### config.mk
export PLATFORM = sky130hd
export DESIGN_NAME = mcuix_exec
export DESIGN_NICKNAME = d
export VERILOG_FILES = /design/src/rtl/mcuix_pkg.sv /design/src/rtl/mcuix_exec.sv
export SDC_FILE = /design/constraint.sdc
export NUM_CORES = 1
export LEC_CHECK = 0
export BUFFER_PORTS_ARGS = -buffer_cell sky130_fd_sc_hd__buf_2
export CAP_MARGIN = 25
export CORE_ASPECT_RATIO = 0.7
export CORE_MARGIN = 4
export CORE_UTILIZATION = 46
export CTS_CLUSTER_SIZE = 16
export DETAILED_ROUTE_END_ITERATION = 8
export PLACE_DENSITY = 0.9
export SYNTH_ARGS = -nofsm -noshare
export SYNTH_HDL_FRONTEND = slang
export SYNTH_SLANG_ARGS = --single-unit
### constraint.sdc
create_clock -name I_CLK -period 2 [get_ports I_CLK]
set_input_delay 0.5 -clock I_CLK [delete_from_list [all_inputs] [get_ports I_CLK]]
set_output_delay 0.5 -clock I_CLK [all_outputs]
set_load 0.1 [all_outputs]
### src/rtl/mcuix_pkg.sv
// Purpose: Shared constants and types for the instruction subset executor.
// Assumes: 8-bit data, 11-bit program counter, 7-bit file register address.
// Notes: Opcode values are an internal encoding of this block.
package mcuix_pkg;
    localparam int DATA_W = 8;
    localparam int PC_W = 11;
    localparam int FADDR_W = 7;
    localparam int IOADDR_W = 4;
    localparam int STACK_DEPTH = 8;
    localparam int SP_W = 3;
    localparam logic [3:0] IO_FIRST = 4'h5;
    localparam logic [3:0] IO_LAST = 4'hF;
    localparam logic [PC_W-1:0] PC_RST = 11'h000;
    localparam logic [DATA_W-1:0] WORK_RST = 8'h00;
    localparam logic [SP_W-1:0] SP_RST = 3'h0;
    localparam int ONE_CYCLE = 1;
    localparam int TWO_CYCLE = 2;

    typedef enum logic [2:0] {
        OP_NOP = 3'h0,
        OP_OR_WORK_WITH_FILE_REG = 3'h1,
        OP_WRITE_IO_PAGE_REG = 3'h2,
        OP_READ_IO_PAGE_REG = 3'h3,
        OP_LONG_JUMP = 3'h4,
        OP_LONG_SUBROUTINE_CALL = 3'h5,
        OP_MOVE_WORK_TO_FILE_REG = 3'h6
    } mcuix_op_t;

    // Decoded instruction word as handed in by the fetch stage.
    typedef struct packed {
        logic valid;
        mcuix_op_t op;
        logic dest;
        logic [FADDR_W-1:0] faddr;
        logic [PC_W-1:0] target;
    } mcuix_instr_t;

    typedef struct packed {
        logic wr;
        logic [FADDR_W-1:0] addr;
        logic [DATA_W-1:0] data;
    } mcuix_fwr_t;

    typedef struct packed {
        logic wr;
        logic [IOADDR_W-1:0] addr;
        logic [DATA_W-1:0] data;
    } mcuix_iowr_t;
endpackage

### src/rtl/mcuix_exec.sv
// Purpose: Executes OR-with-file, I/O-page write/read, long jump, long call, move to file.
// Assumes: File and I/O-page reads are combinational from the addresses presented.
// Notes: Stack overflow wraps; the rest of the core owns pops and other opcodes.
`timescale 1ns/1ns
// Contract
// RL1: OR work register with file register 0..127, result to work if dest 0 else file, Z set, 1 cycle.
// RL2: When OR result goes to the file register the work register stays, and Z clears if nonzero.
// RL3: I/O-page write copies work register to I/O-page register 5..15, no flags, 1 cycle.
// RL4: I/O-page read copies I/O-page register 5..15 to work register, no flags, 1 cycle.
// RL5: Long jump loads 11-bit address 0..2047 into the program counter, no flags, 2 cycles.
// RL6: Long call pushes next address, loads 11-bit target, no flags, 2 cycles.
// RL7: Long call stores return address at current stack level then increments the stack pointer.
// RL8: Move work to file writes work register to file register 0..127, no flags, 1 cycle.
// RL9: Jump and call discard the prefetched instruction and fetch from the new counter.
module mcuix_exec
    import mcuix_pkg::*;
#(
    parameter int DEPTH = STACK_DEPTH
) (
    input wire logic I_CLK,
    input wire logic I_SYS_RST,
    input wire mcuix_instr_t I_INSTR,
    input wire logic [DATA_W-1:0] I_FILE_RDATA,
    input wire logic [DATA_W-1:0] I_IO_RDATA,
    output logic [FADDR_W-1:0] O_FILE_RADDR,
    output logic [IOADDR_W-1:0] O_IO_RADDR,
    output mcuix_fwr_t O_FILE_WR,
    output mcuix_iowr_t O_IO_WR,
    output logic [DATA_W-1:0] O_WORK,
    output logic O_ZERO,
    output logic [PC_W-1:0] O_PC,
    output logic [SP_W-1:0] O_SP,
    output logic O_FLUSH,
    output logic O_BUSY
);
    logic [DATA_W-1:0] work_q, work_d;
    logic zero_q, zero_d;
    logic [PC_W-1:0] pc_q, pc_d;
    logic [SP_W-1:0] sp_q, sp_d;
    logic [PC_W-1:0] stack_q [DEPTH];
    mcuix_fwr_t fwr_q, fwr_d;
    mcuix_iowr_t iowr_q, iowr_d;
    logic flush_q;
    logic busy_q;

    typedef enum logic [1:0] {
        ST_RUN = 2'b01,
        ST_REFILL = 2'b10
    } mcuix_state_t;
    mcuix_state_t state_q, state_d;

    function automatic logic io_ok(input logic [IOADDR_W-1:0] a);
        return (a >= IO_FIRST) && (a <= IO_LAST);
    endfunction

    // The slot after a jump or call holds a stale prefetch and is dropped.
    wire logic run = I_INSTR.valid && (state_q == ST_RUN); // RL9
    wire logic is_or = run && (I_INSTR.op == OP_OR_WORK_WITH_FILE_REG);
    wire logic is_iow = run && (I_INSTR.op == OP_WRITE_IO_PAGE_REG);
    wire logic is_ior = run && (I_INSTR.op == OP_READ_IO_PAGE_REG);
    wire logic is_jmp = run && (I_INSTR.op == OP_LONG_JUMP);
    wire logic is_call = run && (I_INSTR.op == OP_LONG_SUBROUTINE_CALL);
    wire logic is_mov = run && (I_INSTR.op == OP_MOVE_WORK_TO_FILE_REG);
    wire logic [IOADDR_W-1:0] io_sel = I_INSTR.faddr[IOADDR_W-1:0];
    wire logic [DATA_W-1:0] or_res = work_q | I_FILE_RDATA; // RL1
    wire logic [PC_W-1:0] pc_next = pc_q + 11'h001;

    always_comb begin
        work_d = work_q;
        zero_d = zero_q;
        pc_d = run ? pc_next : pc_q;
        sp_d = sp_q;
        fwr_d = '0;
        iowr_d = '0;
        if (is_or) begin
            zero_d = (or_res == 8'h00); // RL1 RL2
            if (I_INSTR.dest) begin
                fwr_d = '{wr: 1'b1, addr: I_INSTR.faddr, data: or_res}; // RL2
            end else begin
                work_d = or_res; // RL1
            end
        end
        if (is_iow && io_ok(io_sel)) begin
            iowr_d = '{wr: 1'b1, addr: io_sel, data: work_q}; // RL3
        end
        if (is_ior && io_ok(io_sel)) begin
            work_d = I_IO_RDATA; // RL4
        end
        if (is_mov) begin
            fwr_d = '{wr: 1'b1, addr: I_INSTR.faddr, data: work_q}; // RL8
        end
        if (is_jmp || is_call) begin
            pc_d = I_INSTR.target; // RL5 RL6
        end
        if (is_call) begin
            sp_d = sp_q + 3'h1; // RL7
        end
    end

    // Only a taken jump or call opens the refill slot, and that slot always hands back to run.
    // The two unused codes fall back to run so a corrupted state cannot freeze the core.
    always_comb begin
        unique case (state_q)
            ST_RUN: begin
                state_d = (is_jmp || is_call) ? ST_REFILL : ST_RUN; // RL9
            end
            ST_REFILL: begin
                state_d = ST_RUN;
            end
            default: begin
                state_d = ST_RUN;
            end
        endcase
    end

    always_ff @(posedge I_CLK) begin
        if (I_SYS_RST) begin
            work_q <= WORK_RST;
            zero_q <= 1'b0;
            pc_q <= PC_RST;
            sp_q <= SP_RST;
            state_q <= ST_RUN;
            fwr_q <= '0;
            iowr_q <= '0;
            flush_q <= 1'b0;
            busy_q <= 1'b0;
        end else begin
            work_q <= work_d;
            zero_q <= zero_d;
            pc_q <= pc_d;
            sp_q <= sp_d;
            state_q <= state_d;
            fwr_q <= fwr_d;
            iowr_q <= iowr_d;
            flush_q <= is_jmp || is_call; // RL9
            busy_q <= (state_d == ST_REFILL); // RL9
        end
    end

    // The return slot is plain storage; no reset is needed since the pointer guards it.
    // Overflow wraps, so a call nested one level too deep overwrites the oldest return address.
    always_ff @(posedge I_CLK) begin
        if (is_call && !I_SYS_RST) begin
            stack_q[sp_q] <= pc_next; // RL6 RL7
        end
    end

    // Read addresses pass straight from the fetch stage because both pages answer in
    // the same cycle; a flop here would cost every read instruction an extra cycle.
    assign O_FILE_RADDR = I_INSTR.faddr;
    assign O_IO_RADDR = io_sel;
    assign O_FILE_WR = fwr_q;
    assign O_IO_WR = iowr_q;
    assign O_WORK = work_q;
    assign O_ZERO = zero_q;
    assign O_PC = pc_q;
    assign O_SP = sp_q;
    assign O_FLUSH = flush_q;
    assign O_BUSY = busy_q;

    chk_or_to_work: assert property (@(posedge I_CLK) disable iff (I_SYS_RST) // RL1
        is_or && !I_INSTR.dest |=> work_q == $past(or_res) && zero_q == ($past(or_res) == 8'h00))
        else $error("OR to work wrong");
    chk_or_to_file: assert property (@(posedge I_CLK) disable iff (I_SYS_RST) // RL2
        is_or && I_INSTR.dest |=> $stable(work_q) && fwr_q.wr && fwr_q.data == $past(or_res)
        && (zero_q == ($past(or_res) == 8'h00)))
        else $error("OR to file wrong");
    chk_io_write: assert property (@(posedge I_CLK) disable iff (I_SYS_RST) // RL3
        is_iow && io_ok(io_sel) |=> iowr_q.wr && iowr_q.data == $past(work_q) && $stable(zero_q))
        else $error("I/O write wrong");
    chk_io_read: assert property (@(posedge I_CLK) disable iff (I_SYS_RST) // RL4
        is_ior && io_ok(io_sel) |=> work_q == $past(I_IO_RDATA) && !iowr_q.wr && $stable(zero_q))
        else $error("I/O read wrong");
    chk_jump_pc: assert property (@(posedge I_CLK) disable iff (I_SYS_RST) // RL5
        is_jmp |=> pc_q == $past(I_INSTR.target) && O_BUSY && $stable(zero_q) ##1 !O_BUSY)
        else $error("Jump wrong");
    chk_call_push: assert property (@(posedge I_CLK) disable iff (I_SYS_RST) // RL7
        is_call |=> sp_q == $past(sp_q) + 3'h1 && stack_q[$past(sp_q)] == $past(pc_next))
        else $error("Call push wrong");
    chk_call_pc: assert property (@(posedge I_CLK) disable iff (I_SYS_RST) // RL6
        is_call |=> pc_q == $past(I_INSTR.target) && $stable(work_q) && O_FLUSH)
        else $error("Call target wrong");
    chk_move_file: assert property (@(posedge I_CLK) disable iff (I_SYS_RST) // RL8
        is_mov |=> fwr_q.wr && fwr_q.data == $past(work_q) && $stable(work_q) && $stable(zero_q))
        else $error("Move wrong");
    chk_refill_drop: assert property (@(posedge I_CLK) disable iff (I_SYS_RST) // RL9
        O_BUSY |=> !fwr_q.wr && !iowr_q.wr && $stable(work_q))
        else $error("Prefetch not dropped");

    // Refused operands, untouched flags and the refill slot.
    // Each of these would still pass if only the positive cases above were checked.
    chk_io_write_skip: assert property (@(posedge I_CLK) disable iff (I_SYS_RST) // RL3
        is_iow && !io_ok(io_sel) |=> !iowr_q.wr && !fwr_q.wr && $stable(work_q))
        else $error("Out-of-page I/O write not dropped");
    chk_io_read_skip: assert property (@(posedge I_CLK) disable iff (I_SYS_RST) // RL4
        is_ior && !io_ok(io_sel) |=> $stable(work_q) && $stable(zero_q))
        else $error("Out-of-page I/O read changed work register");
    chk_flags_kept: assert property (@(posedge I_CLK) disable iff (I_SYS_RST) // RL3 RL4 RL8
        run && !is_or |=> $stable(zero_q))
        else $error("Zero flag changed by non-OR instruction");
    chk_pc_advance: assert property (@(posedge I_CLK) disable iff (I_SYS_RST) // RL1 RL8
        run && !is_jmp && !is_call |=> pc_q == $past(pc_next) && !O_BUSY)
        else $error("One-cycle instruction did not advance counter");
    chk_call_two: assert property (@(posedge I_CLK) disable iff (I_SYS_RST) // RL6
        is_call |=> O_BUSY && O_FLUSH ##1 !O_BUSY && !O_FLUSH)
        else $error("Call did not take two cycles");
    chk_jump_stack: assert property (@(posedge I_CLK) disable iff (I_SYS_RST) // RL5
        is_jmp |=> $stable(sp_q) && $stable(work_q) && !fwr_q.wr)
        else $error("Jump touched stack or work register");
    chk_refill_hold: assert property (@(posedge I_CLK) disable iff (I_SYS_RST) // RL9
        O_BUSY |=> $stable(pc_q) && $stable(sp_q))
        else $error("Counter moved in refill slot");
    chk_write_addr: assert property (@(posedge I_CLK) disable iff (I_SYS_RST) // RL8
        is_mov |=> fwr_q.addr == $past(I_INSTR.faddr))
        else $error("Move wrote wrong file address");
    chk_or_addr: assert property (@(posedge I_CLK) disable iff (I_SYS_RST) // RL2
        is_or && I_INSTR.dest |=> fwr_q.addr == $past(I_INSTR.faddr))
        else $error("OR wrote wrong file address");

    cov_or_file: cover property (@(posedge I_CLK) is_or && I_INSTR.dest);
    cov_call: cover property (@(posedge I_CLK) is_call);
    cov_jump: cover property (@(posedge I_CLK) is_jmp);
    cov_io_rw: cover property (@(posedge I_CLK) is_iow ##1 is_ior);
    cov_refill_drop: cover property (@(posedge I_CLK) O_BUSY && I_INSTR.valid);
endmodule // mcuix_exec

# Word level (Yosys, flattened, before mapping)
# Index checks and enable logic that the tools add are counted.
[totals] reg_bits=56 in_bits=41 word_cells=55
[classes] addsub=2 n_lt_le_gt_ge=2 n_eq_ne=9 mux=11 bitwise_logic=2 n_reduce_logical=16
[ops] cell="$mux W16" n=3
[ops] cell="$mux W8" n=3
[ops] cell="$mux W11" n=2
[ops] cell="$mux W13" n=1
[ops] cell="$add A11 B1 Y11 const B" n=1
[ops] cell="$logic_and A1 B1 Y1" n=10
[ops] cell="$eq A3 B3 Y1 const B" n=3
[ops] cell="$logic_not A8 Y1" n=1
[ops] cell="$or A8 B8 Y8" n=1
[ops] cell="$eq A3 B2 Y1 const B" n=2
[ops] cell="$ge A4 B3 Y1 const B" n=1
[ops] cell="$le A4 B4 Y1 const B" n=1
[ops] cell="$mux W2" n=2
[ops] cell="$reduce_bool A2 Y1" n=2
[ops] cell="$add A3 B1 Y3 const B" n=1
[ops] cell="$eq A3 B1 Y1 const B" n=1
[ops] cell="$eq A2 B1 Y1 const B" n=1
[ops] cell="$eq A2 B2 Y1 const B" n=1
[ops] cell="$ne A2 B1 Y1 const B" n=1
[ops] cell="$reduce_and A2 Y1" n=1
[ops] cell="$reduce_or A2 Y1" n=1
[ops] cell="$logic_or A1 B1 Y1" n=1
[ops] cell="$not A1 Y1" n=1

# Longest topological paths before layout
# Gate-level depths: netlist of run 1.
[logic_depth] depth_word=7 ltp_mapped=7 ltp_nobuf=5

# Worst setup path before layout of run 1
# No wires, ideal clock.
[synth_path] kind="reg-to-reg" startpoint="register pc_q[0], in the netlist O_PC[0]" endpoint="register pc_q[8], in the netlist O_PC[8]" setup_time_ps=92 arrival_time_ps=2071 required_time_ps=1908 slack_ps=-163 path_stages_with_launch=6 synth_period_minus_slack_ps=2163 path_cell_list="dfxtp_1 ha_1 nand3_1 o31ai_1 a21oi_1 nor4_1"
[synth_between] elab_chain_len=3
[synth_lines] element="start, declared" line="mcuix_exec.sv:38" text="logic [PC_W-1:0] pc_q, pc_d;"
[synth_lines] element="start signal, assigned" line="mcuix_exec.sv:130" text="pc_q <= pc_d;"
[synth_lines] element="$add A11 B1 Y11" line="mcuix_exec.sv:66" text="wire logic [PC_W-1:0] pc_next = pc_q + 11'h001;"
[synth_lines] element="$mux W11" line="mcuix_exec.sv:71" text="pc_d = run ? pc_next : pc_q;"
[synth_lines] element="$mux W11" line="mcuix_exec.sv:92" text="if (is_jmp || is_call) begin"
# No other way between the ends. The select of a mux whose other input is x is not followed.
# A chain may end at the register's enable or synchronous reset.

# Worst setup path after layout of run 1
[layout_path] startpoint="register work_q[5], in the netlist O_WORK[5]" endpoint="output port O_WORK[5]"
[layout_lines] element="start, declared" line="mcuix_exec.sv:36" text="logic [DATA_W-1:0] work_q, work_d;"
[layout_lines] element="start signal, assigned" line="mcuix_exec.sv:128" text="work_q <= work_d;"
[layout_lines] element="end, declared" line="mcuix_exec.sv:29" text="output logic [DATA_W-1:0] O_WORK,"
# No word-level cell between the ends.

==> flow_summary.ini, run 1 <==
[outcome]
outcome = complete, no violations

[grt]
grt_usage_pct = 20.71
grt_overflow = 0
antenna_found_initial = 0
grt_first_pass_wirelength_um = 10280
grt_pass1_vias = 2137
grt_max_degree = 26

[logic_synthesis]
synth_area_per_cell_um2 = 9.114
netlist_area_um2 = 2342
synth.distinct_cells = 47
seq_area_frac_synth_pct = 47.01
synth.largest_area_cell = dfxtp_1
yosysWarnings = 0
synth.net_count = 300
synth_cells = 257
synthArstFlopShare_pct = 0
synth_seq_cells = 55
synth_edf_count = 0
synth_area_leaders = dfxtp_1, a2111oi_2, nor2_1, a21oi_1, buf_4
synth.top_cell.area_share_pct = 47.01
ys.flop_type = dfxtp_1

[setup_path]
crit_buf_inv = 1
cp_max_fo = 5
cp.arrival_ns = 1.21
end_kind = output port
critical-path-top-delay-family = buffers and inverters
crit_slowest_cell = buf_2
worst_r2r_path_depth = 4
crit_chain = buf_2
critical_path_class = register to output port
r2r_setup_slack_ns = 0.31
cp-start-kind = register
critical_path.endpoint = O_WORK[5]
crit_cells = 1
cpPeakStageDelay_ns = 0.47
cp.required_ns = 1.50
cp-startpoint = O_WORK[5]
reg2reg_to = O_WORK[4]
worstReg2RegStart = O_BUSY

[clock_tree]
clk_latency_ns = 0.30
clk_path_buf_depth = 2
clk_pin_slew_ns = 0.09
cts.sinks = 55
cts_tree = built
cts-resized-gates = 0
cts_made_buffers = 5
cts-htree-levels = 2
cts_root_buf = clkbuf_8
post-cts-setup-buffers = 0
cts_hold_buf = 0

[final_layout]
fillerInstances = 448
utilization_pct = 62.03
final_common_cell = buf_2
layout-drive-gt1-share_pct = 40.11
n_antenna_cell = 0
area_growth_pct = 28.74
layout_common_cells = buf_2, dfxtp_1, nor2_1
fin_nets = 396
design_area_um2 = 3015

[route]
drtIter0Drc = 214
vias = 2296
route.detailed.drc = 0
wl_per_cell_um = 15.51
totalWireLength_um = 6559
ant_nets = 0
first_pass_iters = 4
vias_per_cell = 5.428

[timing]
setup_ws_ns = 0.2942
rsz0062_at_grt = no
period_share_pct = 85.29
fin_tns_setup_ns = 0
fin_worst_skew_ns = 0.005847
final-setup-viol-count = 0
worst_slew_pin_slew_ns = 0.5053
min_period_ns = 1.706
slew_headroom_pct = 66.54
clock.fmax_mhz = 586.2
drv_slew = 0
report.final.hold_viol_count = 0

[die]
die_w_um = 93.29
start_util_pct = 48.19
core-area_um2 = 4861
row_count = 21
die_h_um = 67.70
ioPinCount = 106
die_area_um2 = 6316

[place]
place_worst_setup_slack_ns = 0.1220
io_buffers = 105
place.gp.congestion = 0.8531
placedInstanceArea_um2 = 2883
place_hpwl_um = 4857

[run]
drv_cap = 0

[power]
peakVddDrop_mv = 0.4194
power.total_mw = 2.470
power_density_nw_per_um2 = 819.2
leakage_nw = 1.360

[worst_hold_path]
hold_class = input pin to register
-- worst min path at each step --
| stage | from | end | slack (ns) | cells past startpoint |
|---|---|---|---|---|
| after floorplan | I_INSTR[13] | O_FILE_WR[10] | 0.62 | 1 |
| after global placement | O_ZERO | O_ZERO | 0.48 | 2 |
| after detailed placement | O_SP[2] | O_SP[2] | 0.50 | 2 |
| after CTS | I_INSTR[15] | O_FILE_WR[12] | 0.40 | 2 |
| after global routing | I_INSTR[15] | O_FILE_WR[12] | 0.39 | 2 |
| final | I_INSTR[15] | O_FILE_WR[12] | 0.40 | 2 |
-- Yosys cell counts, drive strengths merged, types with 6 or more instances --
cell / count
nor4: 14
nor2: 27
buf: 18
nor3: 16
inv: 11
nand2: 8
a21oi: 19
o21ai: 11
dfxtp: 55
a2111oi: 8
and2: 14
nand3: 6
clkbuf: 6
-- kinds of logic (layout without fill, tap and decap cells) --
| kind of cell | count (synthesis) | in the layout | share of synthesized area (%) |
|---|---|---|---|
| AOI/OAI and AO/OA | 53 | 53 | 17.25 |
| DFF | 55 | 55 | 47.01 |
| xor gates and xnor gates | 2 | 2 | 0.7480 |
| buffers and inverters | 35 | 132 | 7.853 |
| adders and majority gates | 2 | 2 | 1.068 |
| and+or+nand+nor | 109 | 109 | 25.64 |
| muxes | 1 | 1 | 0.4274 |
-- state kept, by name, summed over array words and instances (netlist names) --
| name | cells |
|---|---|
| O_BUSY | 1 |
| O_FILE_WR | 16 |
| O_FLUSH | 1 |
| O_IO_WR | 13 |
| O_PC | 11 |
| O_SP | 3 |
| O_WORK | 8 |
| O_ZERO | 1 |
| state_q | 1 |
-- metrics by stage --
| step | instances | hold slack, ns |
|---|---|---|
| 6_report | 423 | 0.4021 |
| 5_1_grt | 423 | 0.3940 |
| 3_5_place_dp | 415 | 0.4964 |
| 4_1_cts | 423 | 0.3968 |
| 2_1_floorplan | 257 | 0.6217 |
| 3_3_place_gp | 415 | 0.4790 |
-- worst reg2reg max path, delay by kind of cell (launching register included) --
family	cells	cell delay (ns)
and+or+nand+nor	2	0.44
DFF	1	0.33
AOI/OAI and AO/OA	2	0.81
-- power by group --
part	total [mW]	internal [mW]	leakage (nW)	switching (mW)
Combinational	0.485	0.106	0.845	0.379
Clock	0.844	0.500	0.0654	0.343
Sequential	1.14	1.12	0.449	0.0229
Total	2.47	1.72	1.36	0.746
-- layer usage --
metal	part of all wire, %	vias up	global-route usage, %
met4	0.66	0	4.936
met1	44	1056	28.18
met2	44	132	31.79
li1	-	1100	-
met5	0	-	0
met3	11	8	7.016
-- final cells by class --
cell class / count / area (um2) / area share [%]
multi-input combinational: 167 / 1057 / 35.06
sequential: 55 / 1112 / 36.89
timing repair buffer: 113 / 585.6 / 19.42
clock buffer: 6 / 72.57 / 2.407
inverter: 11 / 41.29 / 1.369
clock inverter: 2 / 60.06 / 1.992
tap: 69 / 86.33 / 2.863
(Power assumes the default switching activity.)
==> inputs of run 2 (changes only) <==
--- a/config.mk
+++ b/config.mk
@@ -5,14 +5,15 @@
 export SDC_FILE = /design/constraint.sdc
 export NUM_CORES = 1
 export LEC_CHECK = 0
+export ABC_AREA = 1
 export BUFFER_PORTS_ARGS = -buffer_cell sky130_fd_sc_hd__buf_2
 export CAP_MARGIN = 25
 export CORE_ASPECT_RATIO = 0.7
 export CORE_MARGIN = 4
-export CORE_UTILIZATION = 46
+export CORE_UTILIZATION = 25
 export CTS_CLUSTER_SIZE = 16
 export DETAILED_ROUTE_END_ITERATION = 8
-export PLACE_DENSITY = 0.9
+export PLACE_DENSITY = 0.58
 export SYNTH_ARGS = -nofsm -noshare
 export SYNTH_HDL_FRONTEND = slang
 export SYNTH_SLANG_ARGS = --single-unit
==> run 2 against run 1 <==
Critical path depth unchanged. Wire length up 7.8%. Register-to-register slack improved by 0.18 ns. Critical endpoint is now O_PC[5].
==> flow_summary.ini, run 2 <==
[outcome]
outcome = complete, no violations

[route]
first_pass_iters = 4
vias = 2450
totalWireLength_um = 7073
ant_nets = 0
vias_per_cell = 4.268
wl_per_cell_um = 12.32
drtIter0Drc = 122
route.detailed.drc = 0

[grt]
gr-usage-met1_pct = 15.76
grt_max_degree = 25
grt_overflow = 0
grt_util_met2_pct = 19.41
antenna_found_initial = 0
grt_first_pass_wirelength_um = 11540
met3_usage_pct = 2.822
grt.busiest_layer = met2
grt_usage_pct = 12.07
grt_pass1_vias = 2382

[logic_synthesis]
synth_cells = 345
synth.largest_area_cell = dfxtp_1
yosysMostFrequentCell = nand2_1
synth_seq_cells = 55
netlist_area_um2 = 2472
synth.top_cell.area_share_pct = 44.53
synth.net_count = 388
synth_edf_count = 0
ys.flop_type = dfxtp_1
synth_area_leaders = dfxtp_1, nand2_1, nor2_1, nand3_1, inv_1
yosysWarnings = 0
synth.distinct_cells = 28
synthArstFlopShare_pct = 0
seq_area_frac_synth_pct = 44.53
ys_top_cells_by_count = nand2_1, nor2_1, dfxtp_1, inv_1, nand3_1
synth_area_per_cell_um2 = 7.166

[worst_hold_path]
hold_class = input pin to register
worstHoldStart = I_INSTR[2]

[die]
row_count = 30
die_h_um = 91.20
start_util_pct = 25.53
die_area_um2 = 11570
core-area_um2 = 9684
ioPinCount = 106
die_w_um = 126.9

[setup_path]
cp_max_fo = 6
crit_slowest_cell = buf_2
critical_path_class = register to output port
cpPeakStageDelay_ns = 0.47
worstReg2RegStart = state_q[0]
end_kind = output port
critical-path-top-delay-family = buffers and inverters
cp-startpoint = O_PC[5]
r2r_setup_slack_ns = 0.49
cp.required_ns = 1.50
cp-start-kind = register
crit_buf_inv = 1
crit_chain = buf_2
cp.arrival_ns = 1.20

[final_layout]
fin_nets = 488
instances_no_fill = 574
largest_reg_flops = 16
area_growth_pct = 30.92
n_antenna_cell = 0
design_area_um2 = 3237
layout-drive-gt1-share_pct = 32.74
fillerInstances = 1072
utilization_pct = 33.42
final_common_cell = buf_2
layout_common_cells = buf_2, nand2_1, nor2_1

[timing]
min_period_ns = 1.697
period_share_pct = 84.84
drv_slew = 0
fin_worst_skew_ns = 0.007269
holdWs_ns = 0.4209
slew_headroom_pct = 65.87
clock.fmax_mhz = 589.4
rsz0062_at_grt = no
fin_tns_setup_ns = 0
setup_ws_ns = 0.3032
report.final.hold_viol_count = 0
final-setup-viol-count = 0
worst_slew_pin_slew_ns = 0.5155

[clock_tree]
clk_path_buf_depth = 2
cts_hold_buf = 0
cts-resized-gates = 0
cts_tree = built
cts_root_buf = clkbuf_16
cts_made_buffers = 5
post-cts-setup-buffers = 0
cts.sinks = 55
clk_pin_slew_ns = 0.07
clk_latency_ns = 0.29
cts-htree-levels = 2

[place]
place.gp.congestion = 0.8190
placedInstanceArea_um2 = 3082
place_worst_setup_slack_ns = 0.1807
io_buffers = 105
place_hpwl_um = 5505
dp_cells = 566

[power]
peakVddDrop_mv = 0.3703
power_density_nw_per_um2 = 799.0
leakage_nw = 1.663
power.total_mw = 2.586

[run]
drv_cap = 0
[run 2: cell count changes after synthesis, sizes merged, moves of 4 or more]
| cell | change |
|---|---|
| nor2 | +44 |
| inv | +29 |
| and2 | -14 |
| a2111oi | -8 |
| nor4 | -13 |
| nor3 | -11 |
| nand2 | +59 |
| o211ai | +4 |
| nand3 | +29 |
[run 2: per-layer routing]
metal	vias up	wire length [um]
li1	1279	-
met1	1110	3366
met2	49	3209
met3	12	334
met4	0	163
met5	-	0
[run 2: area by class of cell]
class / instances / area, um2 / share of cell area [%]
clock buffers: 6 / 138.9 / 4.291
inverters: 40 / 150.1 / 4.639
repair buffers: 113 / 585.6 / 18.09
well taps: 128 / 160.2 / 4.948
multi-input cells: 230 / 1082 / 33.44
clock inverters: 2 / 16.27 / 0.5025
flip-flops and latches: 55 / 1104 / 34.09
[run 2: path summary, 6_finish.rpt]
check,cells after the start,endpoint
worst max register to register,7,O_FILE_WR[0]
worst max-delay path,1,O_PC[5]
worst min register to register,2,O_SP[2]
worst min-delay path,3,O_PC[2]
[run 2: worst reg2reg max path, cell delays in order (launching register included)]
cell and delay, ns:
dfxtp_1 0.34, nand2_1 0.06, nor2_1 0.17, buf_4 0.17
nand2_2 0.15, o21ai_2 0.11, nand2_2 0.25, nor2_1 0.19
[run 2: kinds of logic (layout without fill, tap and decap cells)]
family,count (synthesis),count (layout),synth area share [%]
simple gates,186,186,33.45
xor+xnor,1,1,0.3543
compound gates,41,41,8.958
flops,55,55,44.53
buf+inv,60,161,11.69
fa+ha+maj,2,2,1.012
[run 2: report_power, final]
group	switching, mW	total, mW	internal [mW]
sequential	0.0271	1.15	1.12
combinational	0.424	0.538	0.114
clock	0.398	0.899	0.501
total	0.849	2.59	1.74
==> inputs of run 3 (changes only) <==
==> constraint.sdc (replaced) <==
create_clock -name I_CLK -period 1.8 [get_ports I_CLK]
set_input_delay 0.45 -clock I_CLK [delete_from_list [all_inputs] [get_ports I_CLK]]
set_output_delay 0.45 -clock I_CLK [all_outputs]
set_load 0.1 [all_outputs]
==> run 3 against run 2 <==
Cell count grew 0.52%. Worst hold slack worse by 0.035 ns. Clock skew down 0.0033 ns. Register-to-register slack got worse by 0.15 ns. Critical path depth unchanged. Worst setup slack got worse by 0.16 ns. Wire length down 0.28%. Largest power group unchanged.
==> flow_summary.ini, run 3 (synthesized netlist as in run 2, its figures left out) <==
[timing]
min_period_ns = 1.660
slew_headroom_pct = 66.23
fin_worst_skew_ns = 0.004013
setup_ws_ns = 0.1398
final-setup-viol-count = 0
period_share_pct = 92.24
rsz0062_at_grt = no
clock.fmax_mhz = 602.3
report.final.hold_viol_count = 0
worst_slew_pin_slew_ns = 0.5100
drv_slew = 0
fin_tns_setup_ns = 0

[grt]
grt_overflow = 0
grt_usage_pct = 11.93
grt_max_degree = 25
antenna_found_initial = 0
grt_pass1_vias = 2241
grt_first_pass_wirelength_um = 11250

[setup_path]
critical-path-top-delay-family = buffers and inverters
cp.arrival_ns = 1.21
cp.required_ns = 1.35
crit_buf_inv = 1
end_kind = output port
worstReg2RegStart = state_q[0]
crit_slowest_cell = buf_2
crit_chain = buf_2
r2r_setup_slack_ns = 0.34
worst_r2r_path_depth = 7
cp_max_fo = 6
crit_cells = 1
reg2reg_to = O_FILE_WR[0]
cp-start-kind = register
critical_path_class = register to output port
cpPeakStageDelay_ns = 0.48

[route]
vias = 2409
route.detailed.drc = 0
wl_per_cell_um = 12.22
totalWireLength_um = 7053
ant_nets = 0
vias_per_cell = 4.175
drtIter0Drc = 150
first_pass_iters = 4

[die]
die_h_um = 91.20
die_w_um = 126.9
ioPinCount = 106
die_area_um2 = 11570
start_util_pct = 25.53
core-area_um2 = 9684
row_count = 30

[worst_hold_path]
worstHoldStart = I_INSTR[2]
min_to = O_PC[2]
min_delay_path_depth = 3
hold_class = input pin to register

[clock_tree]
cts_tree = built
cts-htree-levels = 2
cts-resized-gates = 0
cts.sinks = 55
clk_latency_ns = 0.29
clk_pin_slew_ns = 0.07
cts_hold_buf = 0
cts_root_buf = clkbuf_16
cts_made_buffers = 5
post-cts-setup-buffers = 0
clk_path_buf_depth = 2

[place]
dp_cells = 569
place_hpwl_um = 5501
place_worst_setup_slack_ns = 0.02432
place.gp.congestion = 0.7947
io_buffers = 105

[power]
peakVddDrop_mv = 0.5651
power_density_nw_per_um2 = 881.5
leakage_nw = 1.678

[final_layout]
instances_no_fill = 577
layout-drive-gt1-share_pct = 33.63
fillerInstances = 1078
utilization_pct = 33.68
n_antenna_cell = 0
largest_reg_flops = 16
area_growth_pct = 31.93
final_common_cell = buf_2
layout_common_cells = buf_2, nand2_1, nor2_1
fin_nets = 491

[run]
drv_cap = 0

[outcome]
outcome = complete, no violations
[run 3: cell types whose count changed in the layout (fill, tap and decap cells not counted)]
| cell | previous run | this run |
|---|---|---|
| buf_4 | 8 | 11 |
| dfxtp_1 | 53 | 51 |
| dfxtp_2 | 2 | 4 |
[run 3: per-layer routing]
metal | share of wire, % | GRT usage (%) | vias to the layer above
met1 | 47 | 15.84 | 1089
met3 | 4.9 | 3.116 | 2
met2 | 48 | 19.72 | 37
met5 | 0 | 0 | -
met4 | 0.52 | 2.143 | 0
li1 | - | - | 1281
[run 3: report_power, final]
group | switching (mW) | internal, mW
registers | 0.0286 | 1.25
clock network | 0.441 | 0.557
logic | 0.473 | 0.129
total | 0.942 | 1.93
[run 3: area by class of cell]
cell class	instances	area (um2)	area share [%]
clock inverter	2	16.27	0.4987
clock buffer	6	138.9	4.258
sequential	55	1106	33.91
inverter	40	150.1	4.603
timing repair buffer	116	608.1	18.64
tap	128	160.2	4.910
multi-input combinational	230	1082	33.18
[run 3: worst max path at each step]
stage | slack, ns | start | end
floorplan | 0.009 | O_PC[3] | O_PC[6]
global placement | 0.07 | I_INSTR[11] | O_WORK[3]
detailed placement | 0.02 | I_INSTR[11] | O_WORK[7]
CTS | 0.16 | O_PC[5] | O_PC[5]
global route | 0.08 | O_WORK[2] | O_WORK[2]
finish | 0.14 | O_PC[5] | O_PC[5]
[run 3: stage by stage]
| step | power (mW) | hold WS [ns] | area (um2) |
|---|---|---|---|
| 2_1_floorplan | 1.780 | 0.5455 | 2477 |
| 3_3_place_gp | 1.903 | 0.4426 | 3107 |
| 3_5_place_dp | 1.908 | 0.4522 | 3107 |
| 4_1_cts | 2.910 | 0.3815 | 3262 |
| 5_1_grt | 2.992 | 0.4009 | 3262 |
| 6_report | 2.876 | 0.3861 | 3262 |
